### config.mk
export PLATFORM = sky130hd
export DESIGN_NAME = boot_lock_guard
export DESIGN_NICKNAME = d
export VERILOG_FILES = /design/src/hw/window_timer.v /design/src/hw/axi_lite_port.v /design/src/hw/boot_lock_guard.v
export VERILOG_INCLUDE_DIRS = /design/src /design/src/hw
export SDC_FILE = /design/constraint.sdc
export NUM_CORES = 1
export LEC_CHECK = 0
export BUFFER_PORTS_ARGS = -buffer_cell sky130_fd_sc_hd__buf_4
export CORE_MARGIN = 4
export CORE_UTILIZATION = 40
export CTS_CLUSTER_SIZE = 40
export DETAILED_ROUTE_END_ITERATION = 7
export GPL_TIMING_DRIVEN = 0
export PLACE_DENSITY = 0.7
export SKIP_CTS_REPAIR_TIMING = 1
export SLEW_MARGIN = 20
export SYNTH_ARGS = -nofsm -noshare
export SYNTH_HDL_FRONTEND = slang
export SYNTH_SLANG_ARGS = --single-unit
### constraint.sdc
create_clock -name mclk -period 2.16 [get_ports mclk]
set_clock_uncertainty 0.1 [all_clocks]
set_input_delay 0.216 -clock mclk [delete_from_list [all_inputs] [get_ports mclk]]
set_output_delay 0.216 -clock mclk [all_outputs]
set_load 0.02 [all_outputs]
### src/hw/boot_lock_defs.vh
`ifndef BOOT_LOCK_DEFS_VH
`define BOOT_LOCK_DEFS_VH
// Register byte offsets on the AXI4-Lite port.
`define ADDR_CONTROL     8'h00
`define ADDR_LOCKS       8'h04
`define ADDR_FUSE_LOW    8'h08
`define ADDR_FUSE_HIGH   8'h0c
`define ADDR_STATUS      8'h10
// Bit positions and reset value of progmem_control_reg.
`define CTL_STORE_EN     0
`define CTL_PAGE_ERASE   1
`define CTL_PAGE_WRITE   2
`define CTL_LOCK_SET     3
`define CTL_APP_READ_EN  4
`define CTL_APP_BUSY     6
`define CTL_RESET        5'h00
// Accepted low five bit patterns of the control register.
`define PAT_APP_READ_EN  5'h11
`define PAT_LOCK_SET     5'h09
`define PAT_PAGE_WRITE   5'h05
`define PAT_PAGE_ERASE   5'h03
`define PAT_BUFFER_LOAD  5'h01
// Window lengths in CPU clock cycles.
`define STORE_WINDOW_CYC 3'd4
`define LOAD_WINDOW_CYC  3'd5
// Boot lock field in the store data and its erased value.
`define LOCK_DATA_MSB    5
`define LOCK_DATA_LSB    2
`define LOCKS_ERASED     4'hf
// Readback pointer values.
`define RB_FUSE_LOW      16'h0000
`define RB_LOCKS         16'h0001
`define RB_FUSE_HIGH     16'h0003
// First word address of the boot section per boot size fuse pair.
`define BOOT_START_11    13'h1f80
`define BOOT_START_10    13'h1f00
`define BOOT_START_01    13'h1e00
`define BOOT_START_00    13'h1c00
// AXI responses.
`define RESP_OKAY        2'b00
`define RESP_SLVERR      2'b10
`endif

### src/hw/window_timer.v
`timescale 1ns/1ps
// Down counter that holds a request window open for LEN cycles after start.
module window_timer #(
  parameter [2:0] LEN = 3'd4
) (
  input  wire mclk,
  input  wire reset_n,
  input  wire start,
  input  wire stop,
  output wire open
);
  reg [2:0] count_r;

  // Start wins over stop so a re-arm in the closing cycle is kept.
  always @(posedge mclk or negedge reset_n)
  begin
    if (!reset_n)
      count_r <= 3'd0;
    else if (start)
      count_r <= LEN;
    else if (stop)
      count_r <= 3'd0;
    else if (count_r != 3'd0)
      count_r <= count_r - 3'd1;
  end

  assign open = (count_r != 3'd0);
endmodule // window_timer

### src/hw/axi_lite_port.v
`timescale 1ns/1ps
`include "boot_lock_defs.vh"
// AXI4-Lite slave front end: one write and one read in flight at most.
module axi_lite_port (
  input  wire        mclk,
  input  wire        reset_n,
  input  wire        awvalid,
  output wire        awready,
  input  wire [7:0]  awaddr,
  input  wire        wvalid,
  output wire        wready,
  input  wire [31:0] wdata,
  input  wire [3:0]  wstrb,
  output reg         bvalid,
  input  wire        bready,
  output reg  [1:0]  bresp,
  input  wire        arvalid,
  output wire        arready,
  input  wire [7:0]  araddr,
  output reg         rvalid,
  input  wire        rready,
  output reg  [31:0] rdata,
  output reg  [1:0]  rresp,
  output wire        wrEn,
  output reg  [7:0]  wrAddr,
  output reg  [31:0] wrData,
  output reg  [3:0]  wrStrb,
  input  wire        wrErr,
  input  wire [31:0] rdData,
  input  wire        rdErr
);
  reg awHeld_r;
  reg wHeld_r;

  // Address and data are taken independently; no new ones until the response leaves.
  assign awready = !awHeld_r && !bvalid;
  assign wready  = !wHeld_r && !bvalid;
  assign arready = !rvalid;
  assign wrEn    = awHeld_r && wHeld_r;

  // Write path: commit one cycle after both halves are held.
  always @(posedge mclk or negedge reset_n)
  begin
    if (!reset_n)
    begin
      awHeld_r <= 1'b0;
      wHeld_r  <= 1'b0;
      wrAddr   <= 8'h00;
      wrData   <= 32'h00000000;
      wrStrb   <= 4'h0;
      bvalid   <= 1'b0;
      bresp    <= `RESP_OKAY;
    end
    else
    begin
      if (awvalid && awready)
      begin
        awHeld_r <= 1'b1;
        wrAddr   <= awaddr;
      end
      if (wvalid && wready)
      begin
        wHeld_r <= 1'b1;
        wrData  <= wdata;
        wrStrb  <= wstrb;
      end
      if (wrEn)
      begin
        awHeld_r <= 1'b0;
        wHeld_r  <= 1'b0;
        bvalid   <= 1'b1;
        bresp    <= wrErr ? `RESP_SLVERR : `RESP_OKAY;
      end
      else if (bvalid && bready)
        bvalid <= 1'b0;
    end
  end

  // Read path: data sampled from the register mux at the address edge.
  always @(posedge mclk or negedge reset_n)
  begin
    if (!reset_n)
    begin
      rvalid <= 1'b0;
      rdata  <= 32'h00000000;
      rresp  <= `RESP_OKAY;
    end
    else if (arvalid && arready)
    begin
      rvalid <= 1'b1;
      rdata  <= rdData;
      rresp  <= rdErr ? `RESP_SLVERR : `RESP_OKAY;
    end
    else if (rvalid && rready)
      rvalid <= 1'b0;
  end
endmodule // axi_lite_port

### src/hw/boot_lock_guard.v
`timescale 1ns/1ps
`include "boot_lock_defs.vh"
module boot_lock_guard (
  input  wire        mclk,
  input  wire        reset_n,
  input  wire        awvalid,
  output wire        awready,
  input  wire [7:0]  awaddr,
  input  wire        wvalid,
  output wire        wready,
  input  wire [31:0] wdata,
  input  wire [3:0]  wstrb,
  output wire        bvalid,
  input  wire        bready,
  output wire [1:0]  bresp,
  input  wire        arvalid,
  output wire        arready,
  input  wire [7:0]  araddr,
  output wire        rvalid,
  input  wire        rready,
  output wire [31:0] rdata,
  output wire [1:0]  rresp,
  input  wire        storeReq,
  input  wire        loadReq,
  input  wire [15:0] zPointer,
  input  wire [15:0] srcData,
  input  wire        execInBoot,
  input  wire        eepromWriteBusy,
  input  wire        flashOpDone,
  input  wire [3:0]  bootLockInit,
  input  wire [1:0]  generalLocks,
  input  wire [7:0]  fuseLowIn,
  input  wire [2:0]  fuseHighIn,
  input  wire        chipErase,
  input  wire        extLockProgram,
  input  wire [3:0]  extLockData,
  output reg         pageEraseCmd,
  output reg         pageWriteCmd,
  output reg         bufferLoadCmd,
  output reg  [6:0]  flashPageAddr,
  output reg  [5:0]  flashWordSel,
  output reg  [15:0] bufferData,
  output wire        loadOverride,
  output wire        loadRefused,
  output reg  [7:0]  loadData,
  output reg         loadDataValid,
  output reg         cpuHalt,
  output wire        irqDisable
);
  // One-hot sequencer states.
  localparam [2:0] ST_IDLE  = 3'b001;
  localparam [2:0] ST_ARMED = 3'b010;
  localparam [2:0] ST_BUSY  = 3'b100;

  reg  [2:0]  state_r;
  reg  [2:0]  state_nxt;
  reg  [4:0]  ctl_r;
  reg  [4:0]  ctl_nxt;
  reg  [3:0]  bootLocks_r;
  reg  [7:0]  fuseLow_r;
  reg  [2:0]  fuseHigh_r;
  reg         loaded_r;
  wire        wrEn;
  wire [7:0]  wrAddr;
  wire [31:0] wrData;
  wire [3:0]  wrStrb;
  reg         wrErr;
  reg  [31:0] rdData;
  reg         rdErr;
  wire        storeOpen;
  wire        loadOpen;
  wire        ctlWrite;
  wire        patternOk;
  wire        armStart;
  wire        windowStop;
  wire        storeTake;
  wire        loadTake;
  wire        targetBoot;
  wire        storeBlocked;
  wire        loadBlocked;
  wire        lockStore;
  wire        appWriteLock;
  wire        appReadLock;
  wire        bootWriteLock;
  wire        bootReadLock;
  reg  [7:0]  readback;

  // Lock bit order follows store data bits 5..2: boot read, boot write, app read, app write.
  assign appWriteLock  = bootLocks_r[0];
  assign appReadLock   = bootLocks_r[1];
  assign bootWriteLock = bootLocks_r[2];
  assign bootReadLock  = bootLocks_r[3];

  // True when a byte pointer falls in the boot section for the given size fuses.
  function isBoot;
    input [15:0] z;
    input [1:0]  size;
    reg   [12:0] start;
    begin
      case (size)
        2'b11:   start = `BOOT_START_11;
        2'b10:   start = `BOOT_START_10;
        2'b01:   start = `BOOT_START_01;
        default: start = `BOOT_START_00;
      endcase
      isBoot = (z[13:1] >= start);
    end
  endfunction

  axi_lite_port busPort (
    .mclk    (mclk),
    .reset_n (reset_n),
    .awvalid (awvalid),
    .awready (awready),
    .awaddr  (awaddr),
    .wvalid  (wvalid),
    .wready  (wready),
    .wdata   (wdata),
    .wstrb   (wstrb),
    .bvalid  (bvalid),
    .bready  (bready),
    .bresp   (bresp),
    .arvalid (arvalid),
    .arready (arready),
    .araddr  (araddr),
    .rvalid  (rvalid),
    .rready  (rready),
    .rdata   (rdata),
    .rresp   (rresp),
    .wrEn    (wrEn),
    .wrAddr  (wrAddr),
    .wrData  (wrData),
    .wrStrb  (wrStrb),
    .wrErr   (wrErr),
    .rdData  (rdData),
    .rdErr   (rdErr)
  );

  window_timer #(.LEN(`STORE_WINDOW_CYC)) storeWindow (
    .mclk    (mclk),
    .reset_n (reset_n),
    .start   (armStart),
    .stop    (windowStop),
    .open    (storeOpen)
  );

  window_timer #(.LEN(`LOAD_WINDOW_CYC)) loadWindow (
    .mclk    (mclk),
    .reset_n (reset_n),
    .start   (armStart),
    .stop    (windowStop),
    .open    (loadOpen)
  );

  // Control writes need the low byte lane and an accepted pattern.
  assign ctlWrite  = wrEn && (wrAddr == `ADDR_CONTROL) && wrStrb[0];
  assign patternOk = (wrData[4:0] == `PAT_APP_READ_EN) ||
                     (wrData[4:0] == `PAT_LOCK_SET) ||
                     (wrData[4:0] == `PAT_PAGE_WRITE) ||
                     (wrData[4:0] == `PAT_PAGE_ERASE) ||
                     (wrData[4:0] == `PAT_BUFFER_LOAD);
  // A running erase or write and an EEPROM write both lock out re-arming.
  assign armStart  = ctlWrite && patternOk && !state_r[2] && !eepromWriteBusy;

  // Requests seen while the EEPROM is writing are never taken, though a locked-out load is still refused.
  assign storeTake = state_r[1] && storeReq && storeOpen && !eepromWriteBusy;
  assign loadTake  = state_r[1] && ctl_r[`CTL_LOCK_SET] && loadReq && loadOpen &&
                     !eepromWriteBusy;
  assign lockStore = storeTake && ctl_r[`CTL_LOCK_SET];

  // Target section checks; stores from application code are refused, except lock-bit stores.
  assign targetBoot   = isBoot(zPointer, fuseHigh_r[2:1]);
  assign storeBlocked = !execInBoot ||
                        (!targetBoot && !appWriteLock) ||
                        (targetBoot && !bootWriteLock);
  assign loadBlocked  = (execInBoot && !targetBoot && !appReadLock) ||
                        (!execInBoot && targetBoot && !bootReadLock);

  // Readback steals the load; otherwise locked-out loads are refused.
  assign loadOverride = loadTake;
  assign loadRefused  = loadReq && !loadTake && loadBlocked;
  assign irqDisable   = execInBoot && !bootReadLock;

  // The lock-set window runs to five cycles, every other pattern to four.
  assign windowStop = state_r[1] && !armStart &&
                      (storeTake || loadTake ||
                       (ctl_r[`CTL_LOCK_SET] ? !loadOpen : !storeOpen));

  // Readback byte by pointer; unused positions are driven as ones.
  always @*
  begin
    case (zPointer)
      `RB_FUSE_LOW:  readback = {fuseLow_r[7:5], 1'b1, fuseLow_r[3:0]};
      `RB_LOCKS:     readback = {2'b11, bootLocks_r, generalLocks};
      `RB_FUSE_HIGH: readback = {4'hf, 1'b1, fuseHigh_r};
      default:       readback = 8'hff;
    endcase
  end

  // Sequencer: arm on a control write, act on one request, then drop pending bits.
  always @*
  begin
    state_nxt = state_r;
    ctl_nxt   = ctl_r;
    case (state_r)
      ST_IDLE:
      begin
        if (armStart)
        begin
          state_nxt = ST_ARMED;
          ctl_nxt   = wrData[4:0];
        end
      end
      ST_ARMED:
      begin
        if (armStart)
          ctl_nxt = wrData[4:0];
        else if (storeTake && !storeBlocked &&
                 (ctl_r[`CTL_PAGE_ERASE] || ctl_r[`CTL_PAGE_WRITE]))
          state_nxt = ST_BUSY; // store enable stays high until the array finishes
        else if (windowStop)
        begin
          state_nxt = ST_IDLE;
          ctl_nxt   = `CTL_RESET;
        end
      end
      ST_BUSY:
      begin
        if (flashOpDone)
        begin
          state_nxt = ST_IDLE;
          ctl_nxt   = `CTL_RESET;
        end
      end
      default:
      begin
        state_nxt = ST_IDLE;
        ctl_nxt   = `CTL_RESET;
      end
    endcase
  end

  always @(posedge mclk or negedge reset_n)
  begin
    if (!reset_n)
    begin
      state_r <= ST_IDLE;
      ctl_r   <= `CTL_RESET;
      cpuHalt <= 1'b0;
    end
    else
    begin
      state_r <= state_nxt;
      ctl_r   <= ctl_nxt;
      cpuHalt <= state_nxt[2];
    end
  end

  // Flash array commands; a refused store leaves the array alone.
  always @(posedge mclk or negedge reset_n)
  begin
    if (!reset_n)
    begin
      pageEraseCmd  <= 1'b0;
      pageWriteCmd  <= 1'b0;
      bufferLoadCmd <= 1'b0;
      flashPageAddr <= 7'h00;
      flashWordSel  <= 6'h00;
      bufferData    <= 16'h0000;
    end
    else
    begin
      pageEraseCmd  <= storeTake && !storeBlocked && ctl_r[`CTL_PAGE_ERASE];
      pageWriteCmd  <= storeTake && !storeBlocked && ctl_r[`CTL_PAGE_WRITE];
      bufferLoadCmd <= storeTake && !storeBlocked && (ctl_r == `PAT_BUFFER_LOAD);
      if (storeTake)
      begin
        flashPageAddr <= zPointer[13:7];
        flashWordSel  <= zPointer[6:1];
        bufferData    <= srcData;
      end
    end
  end

  // Readback result goes out one cycle after the load is taken.
  always @(posedge mclk or negedge reset_n)
  begin
    if (!reset_n)
    begin
      loadData      <= 8'h00;
      loadDataValid <= 1'b0;
    end
    else
    begin
      loadDataValid <= loadTake;
      if (loadTake)
        loadData <= readback;
    end
  end

  // Nonvolatile state is taken from its inputs at the first edge after reset.
  always @(posedge mclk or negedge reset_n)
  begin
    if (!reset_n)
    begin
      loaded_r    <= 1'b0;
      bootLocks_r <= `LOCKS_ERASED;
      fuseLow_r   <= 8'hff;
      fuseHigh_r  <= 3'h7;
    end
    else if (!loaded_r)
    begin
      loaded_r    <= 1'b1;
      bootLocks_r <= bootLockInit;
      fuseLow_r   <= fuseLowIn;
      fuseHigh_r  <= fuseHighIn;
    end
    else if (chipErase)
      bootLocks_r <= `LOCKS_ERASED;
    else if (extLockProgram)
      bootLocks_r <= bootLocks_r & extLockData;
    else if (lockStore)
      bootLocks_r <= bootLocks_r & srcData[`LOCK_DATA_MSB:`LOCK_DATA_LSB];
  end

  // Register read mux; the control busy bit and the reserved bits read as zero.
  always @*
  begin
    rdData = 32'h00000000;
    rdErr  = 1'b0;
    case (araddr)
      `ADDR_CONTROL:   rdData[4:0] = ctl_r;
      `ADDR_LOCKS:     rdData[5:0] = {bootLocks_r, generalLocks};
      `ADDR_FUSE_LOW:  rdData[7:0] = fuseLow_r;
      `ADDR_FUSE_HIGH: rdData[2:0] = fuseHigh_r;
      `ADDR_STATUS:    rdData[2:0] = {eepromWriteBusy, state_r[2], state_r[1]};
      default:         rdErr = 1'b1;
    endcase
  end

  // Read-only registers accept writes silently; unmapped ones answer an error.
  always @*
  begin
    case (wrAddr)
      `ADDR_CONTROL, `ADDR_LOCKS, `ADDR_FUSE_LOW, `ADDR_FUSE_HIGH, `ADDR_STATUS:
        wrErr = 1'b0;
      default:
        wrErr = 1'b1;
    endcase
  end
endmodule // boot_lock_guard

==> results.md, run 1 <==
* TritonCTS Buffers at 9
* Post-Place Setup Slack at -201.6 ps
* Startpoint Class: flip-flop
* Worst path top cell family by delay: flip-flops
* Initial antenna violation count at 0
* Seq/Total Area, Yosys at 52.62%
* Slowest stage delay, CP at 560 ps
* Fin nets at 740
* Routed Antenna Nets at 0
* Core Area at roughly 12000 µm²
* CP Max Fanout at 5
* Worst-skew pair later-pin latency at roughly 350 ps
* Worst EP arrival at 2320 ps
* Most frequent cells in the layout: 175 x buf_4, 83 x dfrtp_1, 54 x mux2_2
* Relative slew slack at 38.16%
* Initial DRC Count at 240
* Die footprint at 13670 µm²
* CTS tree: yes
* Post-synth top area share at a little over two fifths
* Worst Tran Pin Value at a little over 900 ps
* GPL Wtd Cong at 0.7834
* RSZ-0062 raised after global routing: yes
* Routed WL per cell at 15.69 µm
* # DRC at 0
* Worst setup startpoint: fuseHigh_r[2]
* Setup-failing EPs final at 11
* CP required at 1840 ps
* Critical path depth in cells at 9
* Die Y at 116.9 µm
* Hold slack at roughly 1.2 ps
* Max IR drop VDD at 0.4492 mV
* IO Pins at 205
* Worst-path clk slew at approximately 70 ps
* Antenna fix cells at 0
* Wire length after detailed routing at around 12000 µm
* Metal1 wirelength at between 4000 and 5000 µm
* CP Cell Sequence: nor2_1 > ha_1 > and4b_1 > nand4_1 > a21boi_4 > nor3_2 > a31oi_2 > nor3b_2 > buf_4
* Synth Flop Type: dfrtp_1
* First-pass GRT wire length at 18330 µm
* Top cells by area, synth: dfrtp_1 44%, mux2_2 13%, dfstp_2 8.9%
* Largest net degree at the start of global routing at 100
* Clock Tree Buf Depth at 2
* Routed vias/inst at between 4 and 5
* Leakage at roughly 3.3 nW
* Row Count at 39
* Failing checks: negative setup slack
* Mapped Cells at 410
* Count of flip-flops with a built-in enable after synthesis at 0
* Fillers at 994
* P&R area growth vs syn at 40.86%
* Synth cell types at 54
* Post-synth top area cell: dfrtp_1
* Initial Util at 41.21%
* Max Cap Violations at 0
* Syn avg cell area at 11.58 µm²
* Worst setup path endpoint: loadRefused
* Mapped Area at 4746 µm²
* Synth warn at 0
* Worst Slack Setup Final at -474.7 ps
* Critical path type: reg -> out
* Total Routing Usage GR at 17.52%
* #FFs+latches synth at slightly below 100
* Total grt overflow at 0
* Tcrit/Tclk final at 122.0%
* Vias in the first global route at 3620
* Reg2reg end: ctl_r[1]
* Clk sinks at 99
* R2R depth at 9
* Power per cell area at between 700 and 800 nW/µm²
* Endpoint class of the critical path: output pin
* Setup TNS at -2827 ps
* Commonest non-fill, non-tap cell in the layout: buf_4
* Final Slew Violations at 0
* CTS root buf: clkbuf_16
* R2R setup slack at -330 ps
* DR WL met2 at around 6000 µm
* Port buffer count at 145
* Top Layer Used: met4
* Post-DP HPWL at 9155 µm
* Outcome: finished with violations
* H-tree depth at 3
* Hold Crit Class: in -> reg
* Final hold violation count at 0
* Reg2reg start: fuseHigh_r[2]
* Share of cells above drive strength 1 at 47.33%
* Met3 WL at 957 µm
* Via count at approximately 3800
* Min Tclk post-route at between 2000 and 3000 ps
* Peak Freq at 0.3796 GHz
* Final Core Density at about three fifths
* Ys async rst share at 100.0%
* DRT Pass-1 Iters at 4
* Die Wd at 116.9 µm
* Slowest cell on crit path: dfstp_2
* CP bufs+invs at 1
[cell families (layout without fill, tap and decap cells)]
| logic type | count (synthesis) | in the layout | synth area share [%] |
|---|---|---|---|
| compound gates | 65 | 65 | 8.806 |
| buf+inv | 54 | 238 | 6.459 |
| xor+xnor | 2 | 2 | 0.3692 |
| other cells | 2 | 27 | 0.1582 |
| mux | 69 | 69 | 16.87 |
| simple gates | 111 | 111 | 12.66 |
| fa+ha+maj | 8 | 8 | 2.056 |
| flops | 99 | 99 | 52.62 |
[where the power goes]
part / internal, mW / switching [mW]
sequential: 2.15 / 0.207
clock: 0.807 / 0.689
combinational: 0.659 / 0.588
total: 3.62 / 1.48
[synthesized netlist by cell type (5+ instances only)]
master / number
a21oi_1: 18
buf_2: 5
buf_4: 26
clkbuf_1: 10
dfrtp_1: 83
dfstp_2: 16
ha_1: 7
inv_1: 12
mux2_2: 54
mux2i_1: 11
nand2_1: 28
nor2_1: 39
nor2b_1: 5
nor4_1: 5
o21ai_0: 16
[per-stage QoR]
| step | total power [mW] | std cells | cell area (µm²) |
|---|---|---|---|
| after detailed placement | 3.585 | 723 | 6127 |
| after global routing | 5.415 | 762 | 6685 |
| after CTS | 5.090 | 739 | 6399 |
| after global placement | 3.517 | 723 | 6123 |
| after floorplan | 3.150 | 435 | 4856 |
| final | 5.100 | 762 | 6685 |
[worst register-to-register path, stage by stage, from the launching register on]
cell and delay [ps]:
dfstp_2 560, nor2_1 60, ha_1 310, and4b_1 210, nand4_1 80, a21boi_4 240, buf_4 150, mux2_4 330
o211ai_4 230, a22o_1 160
[area by class of cell]
class                   instances  area [µm²]  area share (%)
clock inverters                 5       28.78          0.4305
well taps                     143       178.9           2.676
multi-input cells             282        2090           31.26
flip-flops and latches         99        2497           37.36
inverters                      12       45.04          0.6738
clock buffers                  11       242.7           3.631
repair buffers                168        1313           19.63
plain buffers                  42       290.3           4.342
[state kept, by name, indices dropped and copies added (netlist names), 3 cells and up]
register	count
state_r	3
ctl_r	5
fuseLow_r	8
busPort.wrData	5
bootLocks_r	4
busPort.rdata	8
loadData	8
loadWindow.count_r	3
storeWindow.count_r	3
busPort.wrAddr	8
flashPageAddr	7
flashWordSel	6
bufferData	16
fuseHigh_r	3
[worst min-delay path by stage]
stage / from / end / slack, ps / cells past startpoint
6_report: bootLockInit[1] / bootLocks_r[1] / 1 / 3
5_1_grt: bootLockInit[0] / bootLocks_r[0] / -2 / 3
4_1_cts: reset_n / busPort.wrAddr[7] / -90 / 1
3_5_place_dp: reset_n / busPort.wrAddr[7] / 280 / 1
3_3_place_gp: rready / busPort.rvalid / 310 / 2
2_1_floorplan: reset_n / bufferData[0] / -180 / 0
[metal layers]
| metal | vias to the layer above | track usage (%) |
|---|---|---|
| met5 | - | 0 |
| met4 | 0 | 6.269 |
| met3 | 14 | 5.604 |
| met2 | 136 | 28.74 |
| met1 | 1794 | 21.82 |
| li1 | 1809 | - |
(Power assumes the default switching activity.)
==> run 2: changes to the inputs <==
--- a/constraint.sdc
+++ b/constraint.sdc
@@ -3,3 +3,3 @@
 set_input_delay 0.216 -clock mclk [delete_from_list [all_inputs] [get_ports mclk]]
 set_output_delay 0.216 -clock mclk [all_outputs]
-set_load 0.02 [all_outputs]
+set_load 0.05 [all_outputs]
==> run 2 against run 1 <==
The run still ends with negative setup slack left. Via count decreased by 0.83%. Fmax decreased by 0.55%. Die area unchanged. Setup slack got worse by 14 ps. Combinational power increased by 14%. Critical endpoint unchanged. Largest power group unchanged.
==> results.md, run 2 (synthesis gave the netlist of run 1 again) <==
* Total grt overflow at 0 (unchanged)
* Met2 Track Usage GR at 27.30% (-1.4 points)
* First-pass GRT wire length at 17520 µm (-4.4%)
* Max Cap Violations at 0 (unchanged)
* Hold Crit Class: in -> reg
* Failing checks: negative setup slack
* Slowest cell on crit path: dfstp_2
* GPL Wtd Cong at 0.8205 (+4.7%)
* Routed vias/inst at 4.878 (-0.96%)
* Row Count at 39 (unchanged)
* Vias in the first global route at 3567 (-1.5%)
* Dpl cells at 723 (unchanged)
* Hold slack at 5.690 ps (+4.501 ps)
* Max IR drop VDD at 0.5546 mV (+23%)
* Worst Slack Setup Final at -489.1 ps (-14.46 ps)
* Share of cells above drive strength 1 at 46.94% (-0.40 points)
* Worst-path clk slew at 70 ps (about the same)
* Final Core Density at 58.47% (+0.42 points)
* Fin nets at 741 (+0.14%)
* CP bufs+invs at 1 (unchanged)
* Commonest non-fill, non-tap cell in the layout: buf_4
* # DRC at 0 (unchanged)
* RSZ-0062 raised after global routing: yes
* Total Power at 5.395 mW (+5.8%)
* Routed WL per cell at 15.32 µm (-2.4%)
* Core Area at 11520 µm² (unchanged)
* Antenna fix cells at 0 (unchanged)
* H-tree depth at 3 (unchanged)
* Relative slew slack at 39.59% (+1.4 points)
* P&R area growth vs syn at 41.89%
* Clk sinks at 99 (unchanged)
* Die Y at 116.9 µm (unchanged)
* Area of the multi-input gates at 2083 µm² (-0.30%)
* Initial Util at 41.21% (unchanged)
* Port buffer count at 145 (unchanged)
* CP required at 1840 ps (about the same)
* IO Pins at 205 (unchanged)
* CTS root buf: clkbuf_16
* GRT Max-Usage Layer: met2
* Wire length after detailed routing at 11690 µm (-2.2%)
* Most frequent cells in the layout: 172 x buf_4, 83 x dfrtp_1, 54 x mux2_2
* Worst path top cell family by delay: simple AND/OR/NAND/NOR gates
* Die footprint at 13670 µm² (unchanged)
* Register area at 2497 µm² (unchanged)
* CP Cell Sequence: and2_1 > ha_1 > and4b_1 > nand4_1 > a21boi_4 > a31oi_2 > nor3b_4 > buf_6
* Largest register by flop count: bufferData
* Peak Freq at 0.3775 GHz (-0.55%)
* Final hold violation count at 0 (unchanged)
* Tcrit/Tclk final at 122.6% (+0.67 points)
* Min Tclk post-route at 2649 ps (+14.46 ps)
* Grt met1 use at 21.07% (-0.75 points)
* TritonCTS Buffers at 9 (unchanged)
* Final std cells w/o fill at 763 (+0.13%)
* Largest net degree at the start of global routing at 100 (unchanged)
* Post-DP HPWL at 8992 µm (-1.8%)
* Setup-failing EPs final at 11 (unchanged)
* Leakage at 3.333 nW (+0.30%)
* Worst EP arrival at 2330 ps (about the same)
* Initial antenna violation count at 0 (unchanged)
* Final Slew Violations at 0 (unchanged)
* Met3 Use GR at 5.707% (+0.10 points)
* CTS tree: yes
* CP Max Fanout at 4 (-1)
* Power per cell area at 801.1 nW/µm² (+5.0%)
* Worst Tran Pin Value at 906.1 ps (-21.48 ps)
* Routed Antenna Nets at 0 (unchanged)
* Outcome: finished with violations
* Slowest stage delay, CP at 560 ps (about the same)
* Worst-skew pair later-pin latency at 340 ps (about the same)
* Initial DRC Count at 164 (-32%)
* Total Routing Usage GR at 16.62% (-0.89 points)
* Fillers at 1008 (+1.4%)
* Endpoint class of the critical path: output pin
* DRT Pass-1 Iters at 4 (unchanged)
* Startpoint Class: flip-flop
* Max FFs per register at 16 (unchanged)
* Critical path type: reg -> out
* Die Wd at 116.9 µm (unchanged)
* Via count at 3722 (-0.83%)
* Setup TNS at -2481 ps (+346.3 ps)
* Clock Tree Buf Depth at 2 (unchanged)
==> run 2: cell count changes in the layout (fill, tap and decap cells not counted), sizes merged <==
cell,change
clkinv,-4
clkinvlp,+2
bufinv,+1
clkbuf,+1
dlygate4sd3,+1
==> run 2: worst paths after layout <==
kind	startpoint	end	slack [ps]	depth (start not counted)
worst max register to register	fuseHigh_r[1]	ctl_r[1]	-330	9
worst max-delay path	fuseHigh_r[1]	loadRefused	-490	8
worst min-delay path	srcData[8]	bufferData[8]	6	2
worst min register to register	busPort.rdata[2]	busPort.rdata[2]	390	2
max in group asynchronous	reset_n	ctl_r[3]	900	2
min in group asynchronous	reset_n	busPort.wrAddr[7]	410	2
==> run 2: worst register-to-register path: stages (launching register included) <==
cell      delay [ps]
dfstp_2          560
and2_1           140
ha_1             220
and4b_1          200
nand4_1           90
a21boi_4         250
buf_4            150
mux2_4           330
o211ai_4         230
a22o_1           170
==> run 2: per-stage QoR <==
stage                     instance area [µm²]  setup slack, ps
after floorplan                          4867           -237.9
after global placement                   6135           -238.7
after detailed placement                 6138           -288.3
after CTS                                6435           -665.3
after global routing                     6734           -634.9
final                                    6734           -489.1
==> run 2: routing by layer <==
layer	vias to the layer above	routed length, µm
met1	1788	4830
met2	122	5820
met5	-	0
li1	1802	-
met3	10	918
met4	0	120
==> run 2: report_power, final <==
| group | total, mW | switching (mW) | internal (mW) |
|---|---|---|---|
| Clock | 1.60 | 0.674 | 0.929 |
| Combinational | 1.43 | 0.767 | 0.664 |
| Sequential | 2.36 | 0.211 | 2.15 |
==> run 2: cell type report <==
class                           count  share of cell area (%)
Sequential cell                    99                   37.09
Multi-Input combinational cell    282                   30.94
Timing Repair Buffer              169                   19.81
Buffer                             42                   4.441
Clock buffer                       12                   3.660
Tap cell                          143                   2.657
Clock inverter                      4                  0.7432
Inverter                           12                  0.6689
==> run 3: changes to the inputs <==
- CTS_BUF_LIST: unset -> sky130_fd_sc_hd__clkbuf_4 sky130_fd_sc_hd__clkbuf_8
==> run 3 against run 2 <==
The flow still finishes with violations (negative setup slack). Via count up 3.9%. Final cell count grew 5.2%. Wire length is 6.9% higher. Clock power shrank 24%. Setup slack got worse by 38 ps. Die area did not move. Cell area up 4.7%. Clock-buffer cell count is the same. Global-route usage up 0.13 points. Worst hold slack better by 49 ps. Critical path type unchanged.
==> results.md, run 3 (synthesis gave the netlist of run 1 again) <==
* CP required at 1840 ps (about the same)
* Clock Tree Buf Depth at 2 (unchanged)
* Peak Freq at 0.3721 GHz (-1.4%)
* Routed vias/inst at 4.818 (-1.2%)
* Wire length after detailed routing at 12500 µm (+6.9%)
* Final hold violation count at 0 (unchanged)
* Failing checks: negative setup slack
* Initial Util at 41.21% (unchanged)
* Hold Crit Class: in -> reg
* R2R depth at 9 (unchanged)
* Power per cell area at 722.9 nW/µm² (-9.8%)
* Clock Power Share at 24.0% (-5.7 points)
* Setup TNS at -2633 ps (-151.8 ps)
* IO Pins at 205 (unchanged)
* P_int at 3.465 mW (-7.4%)
* Slowest stage delay, CP at 570 ps (about the same)
* Max FFs per register at 16 (unchanged)
* Post-Place Setup Slack at -288.3 ps (unchanged)
* Comb pwr share at 29.8% (+3.3 points)
* Endpoint class of the critical path: output pin
* Vias in the first global route at 3560 (-0.20%)
* CP Cell Sequence: and2_1 > ha_1 > and4b_1 > nand4_1 > a21boi_4 > a31oi_2 > nor3b_4 > buf_6
* Leakage at 3.461 nW (+3.8%)
* Fillers at 980 (-2.8%)
* Row Count at 39 (unchanged)
* Via count at 3869 (+3.9%)
* CP Max Fanout at 4 (unchanged)
* Tcrit/Tclk final at 124.4% (+1.8 points)
* # DRC at 0 (unchanged)
* H-tree depth at 3 (unchanged)
* Initial antenna violation count at 0 (unchanged)
* DRT Pass-1 Iters at 4 (unchanged)
* Largest net degree at the start of global routing at 100 (unchanged)
* Max Cap Violations at 0 (unchanged)
* Clk sinks at 99 (unchanged)
* Antenna fix cells at 0 (unchanged)
* Die Y at 116.9 µm (unchanged)
* Total grt overflow at 0 (unchanged)
* TritonCTS Buffers at 9 (unchanged)
* Die Wd at 116.9 µm (unchanged)
* Reg power frac at 46.3% (+2.5 points)
* Max IR drop VDD at 0.5638 mV (+1.7%)
* Hold slack at 54.61 ps (+48.92 ps)
* Worst-skew pair later-pin latency at 360 ps (+20 ps)
* CTS tree: yes
* Port buffer count at 145 (unchanged)
* Outcome: finished with violations
* Worst Tran Pin Value at 882.5 ps (-23.68 ps)
* P_sw at 1.634 mW (-1.1%)
* GPL Wtd Cong at 0.8205 (unchanged)
* Total Power at 5.099 mW (-5.5%)
* Most frequent cells in the layout: 172 x buf_4, 83 x dfrtp_1, 60 x dlygate4sd3_1
* Worst Slack Setup Final at -527.1 ps (-37.99 ps)
* Hold path depth at 3 (+1)
* RSZ-0062 raised after global routing: yes
* Worst setup startpoint: fuseHigh_r[1]
* Final std cells w/o fill at 803 (+5.2%)
* Share of cells above drive strength 1 at 44.55% (-2.4 points)
* Setup-failing EPs final at 11 (unchanged)
* Worst EP arrival at 2370 ps (+40 ps)
* Commonest non-fill, non-tap cell in the layout: buf_4
* Relative slew slack at 41.17% (+1.6 points)
* Dpl cells at 723 (unchanged)
* Critical path type: reg -> out
* Slowest cell on crit path: dfstp_2
* Initial DRC Count at 251 (+53%)
* Worst-path clk slew at 90 ps (+20 ps)
* Core Area at 11520 µm² (unchanged)
* Min Tclk post-route at 2687 ps (+37.99 ps)
* Startpoint Class: flip-flop
* Post-DP HPWL at 8992 µm (unchanged)
* Switching share of power at 32.04% (+1.4 points)
* Reg2reg start: fuseHigh_r[1]
* Die footprint at 13670 µm² (unchanged)
* HP Start: generalLocks[0]
* Routed Antenna Nets at 0 (unchanged)
* First-pass GRT wire length at 17610 µm (+0.51%)
* Routed WL per cell at 15.57 µm (+1.6%)
* Fin nets at 781 (+5.4%)
* Total Routing Usage GR at 16.76% (+0.13 points)
* Final Slew Violations at 0 (unchanged)
* Largest register by flop count: bufferData
* CTS root buf: clkbuf_8
* P&R area growth vs syn at 48.62%
run 3: cell count changes in the layout (fill, tap and decap cells not counted), sizes merged:
cell / previous run / this run
dlygate4sd3: 20 / 60
run 3: path summary, 6_finish.rpt:
| kind | endpoint | slack, ps |
|---|---|---|
| setup / recovery | loadRefused | -530 |
| setup reg to reg | ctl_r[1] | -340 |
| max in group asynchronous | flashPageAddr[1] | 950 |
| hold / removal | loadData[0] | 50 |
| min in group asynchronous | busPort.wrAddr[6] | 400 |
| hold reg to reg | busPort.rdata[2] | 390 |
run 3: power groups by stage:
stage	clock network, mW	registers, mW	logic [mW]
global route	1.35	2.40	1.66
CTS	1.26	2.37	1.38
floorplan	0	2.42	0.918
detailed placement	0	2.40	1.38
global placement	0	2.38	1.32
finish	1.22	2.36	1.52
run 3: stage by stage:
| step | cell area, µm² | utilization [%] |
|---|---|---|
| final | 7053 | 61.25 |
| after global routing | 7053 | 61.25 |
| after CTS | 6341 | 55.06 |
| after detailed placement | 6138 | 53.30 |
| after global placement | 6135 | 53.27 |
| after floorplan | 4867 | - |
run 3: final cells by class:
class | instances | area [µm²] | area share [%]
tap | 143 | 178.9 | 2.537
inverter | 12 | 45.04 | 0.6386
buffer | 42 | 299.0 | 4.240
timing repair buffer | 209 | 1734 | 24.59
multi-input combinational | 282 | 2096 | 29.71
sequential | 99 | 2497 | 35.41
clock inverter | 4 | 50.05 | 0.7096
clock buffer | 12 | 152.6 | 2.164
run 3: worst max-delay path: cells and delay by family (launching register included):
kind,cells,cell delay [ps]
simple gates,4,620
flops,1,570
compound gates,2,410
fa+ha+maj,1,220
buf+inv,1,180
run 3: per-layer routing:
layer | share of wire (%) | track usage (%)
met3 | 7.4 | 5.090
met5 | 0 | 0
met1 | 40 | 21.04
met4 | 1.6 | 5.887
met2 | 51 | 27.57
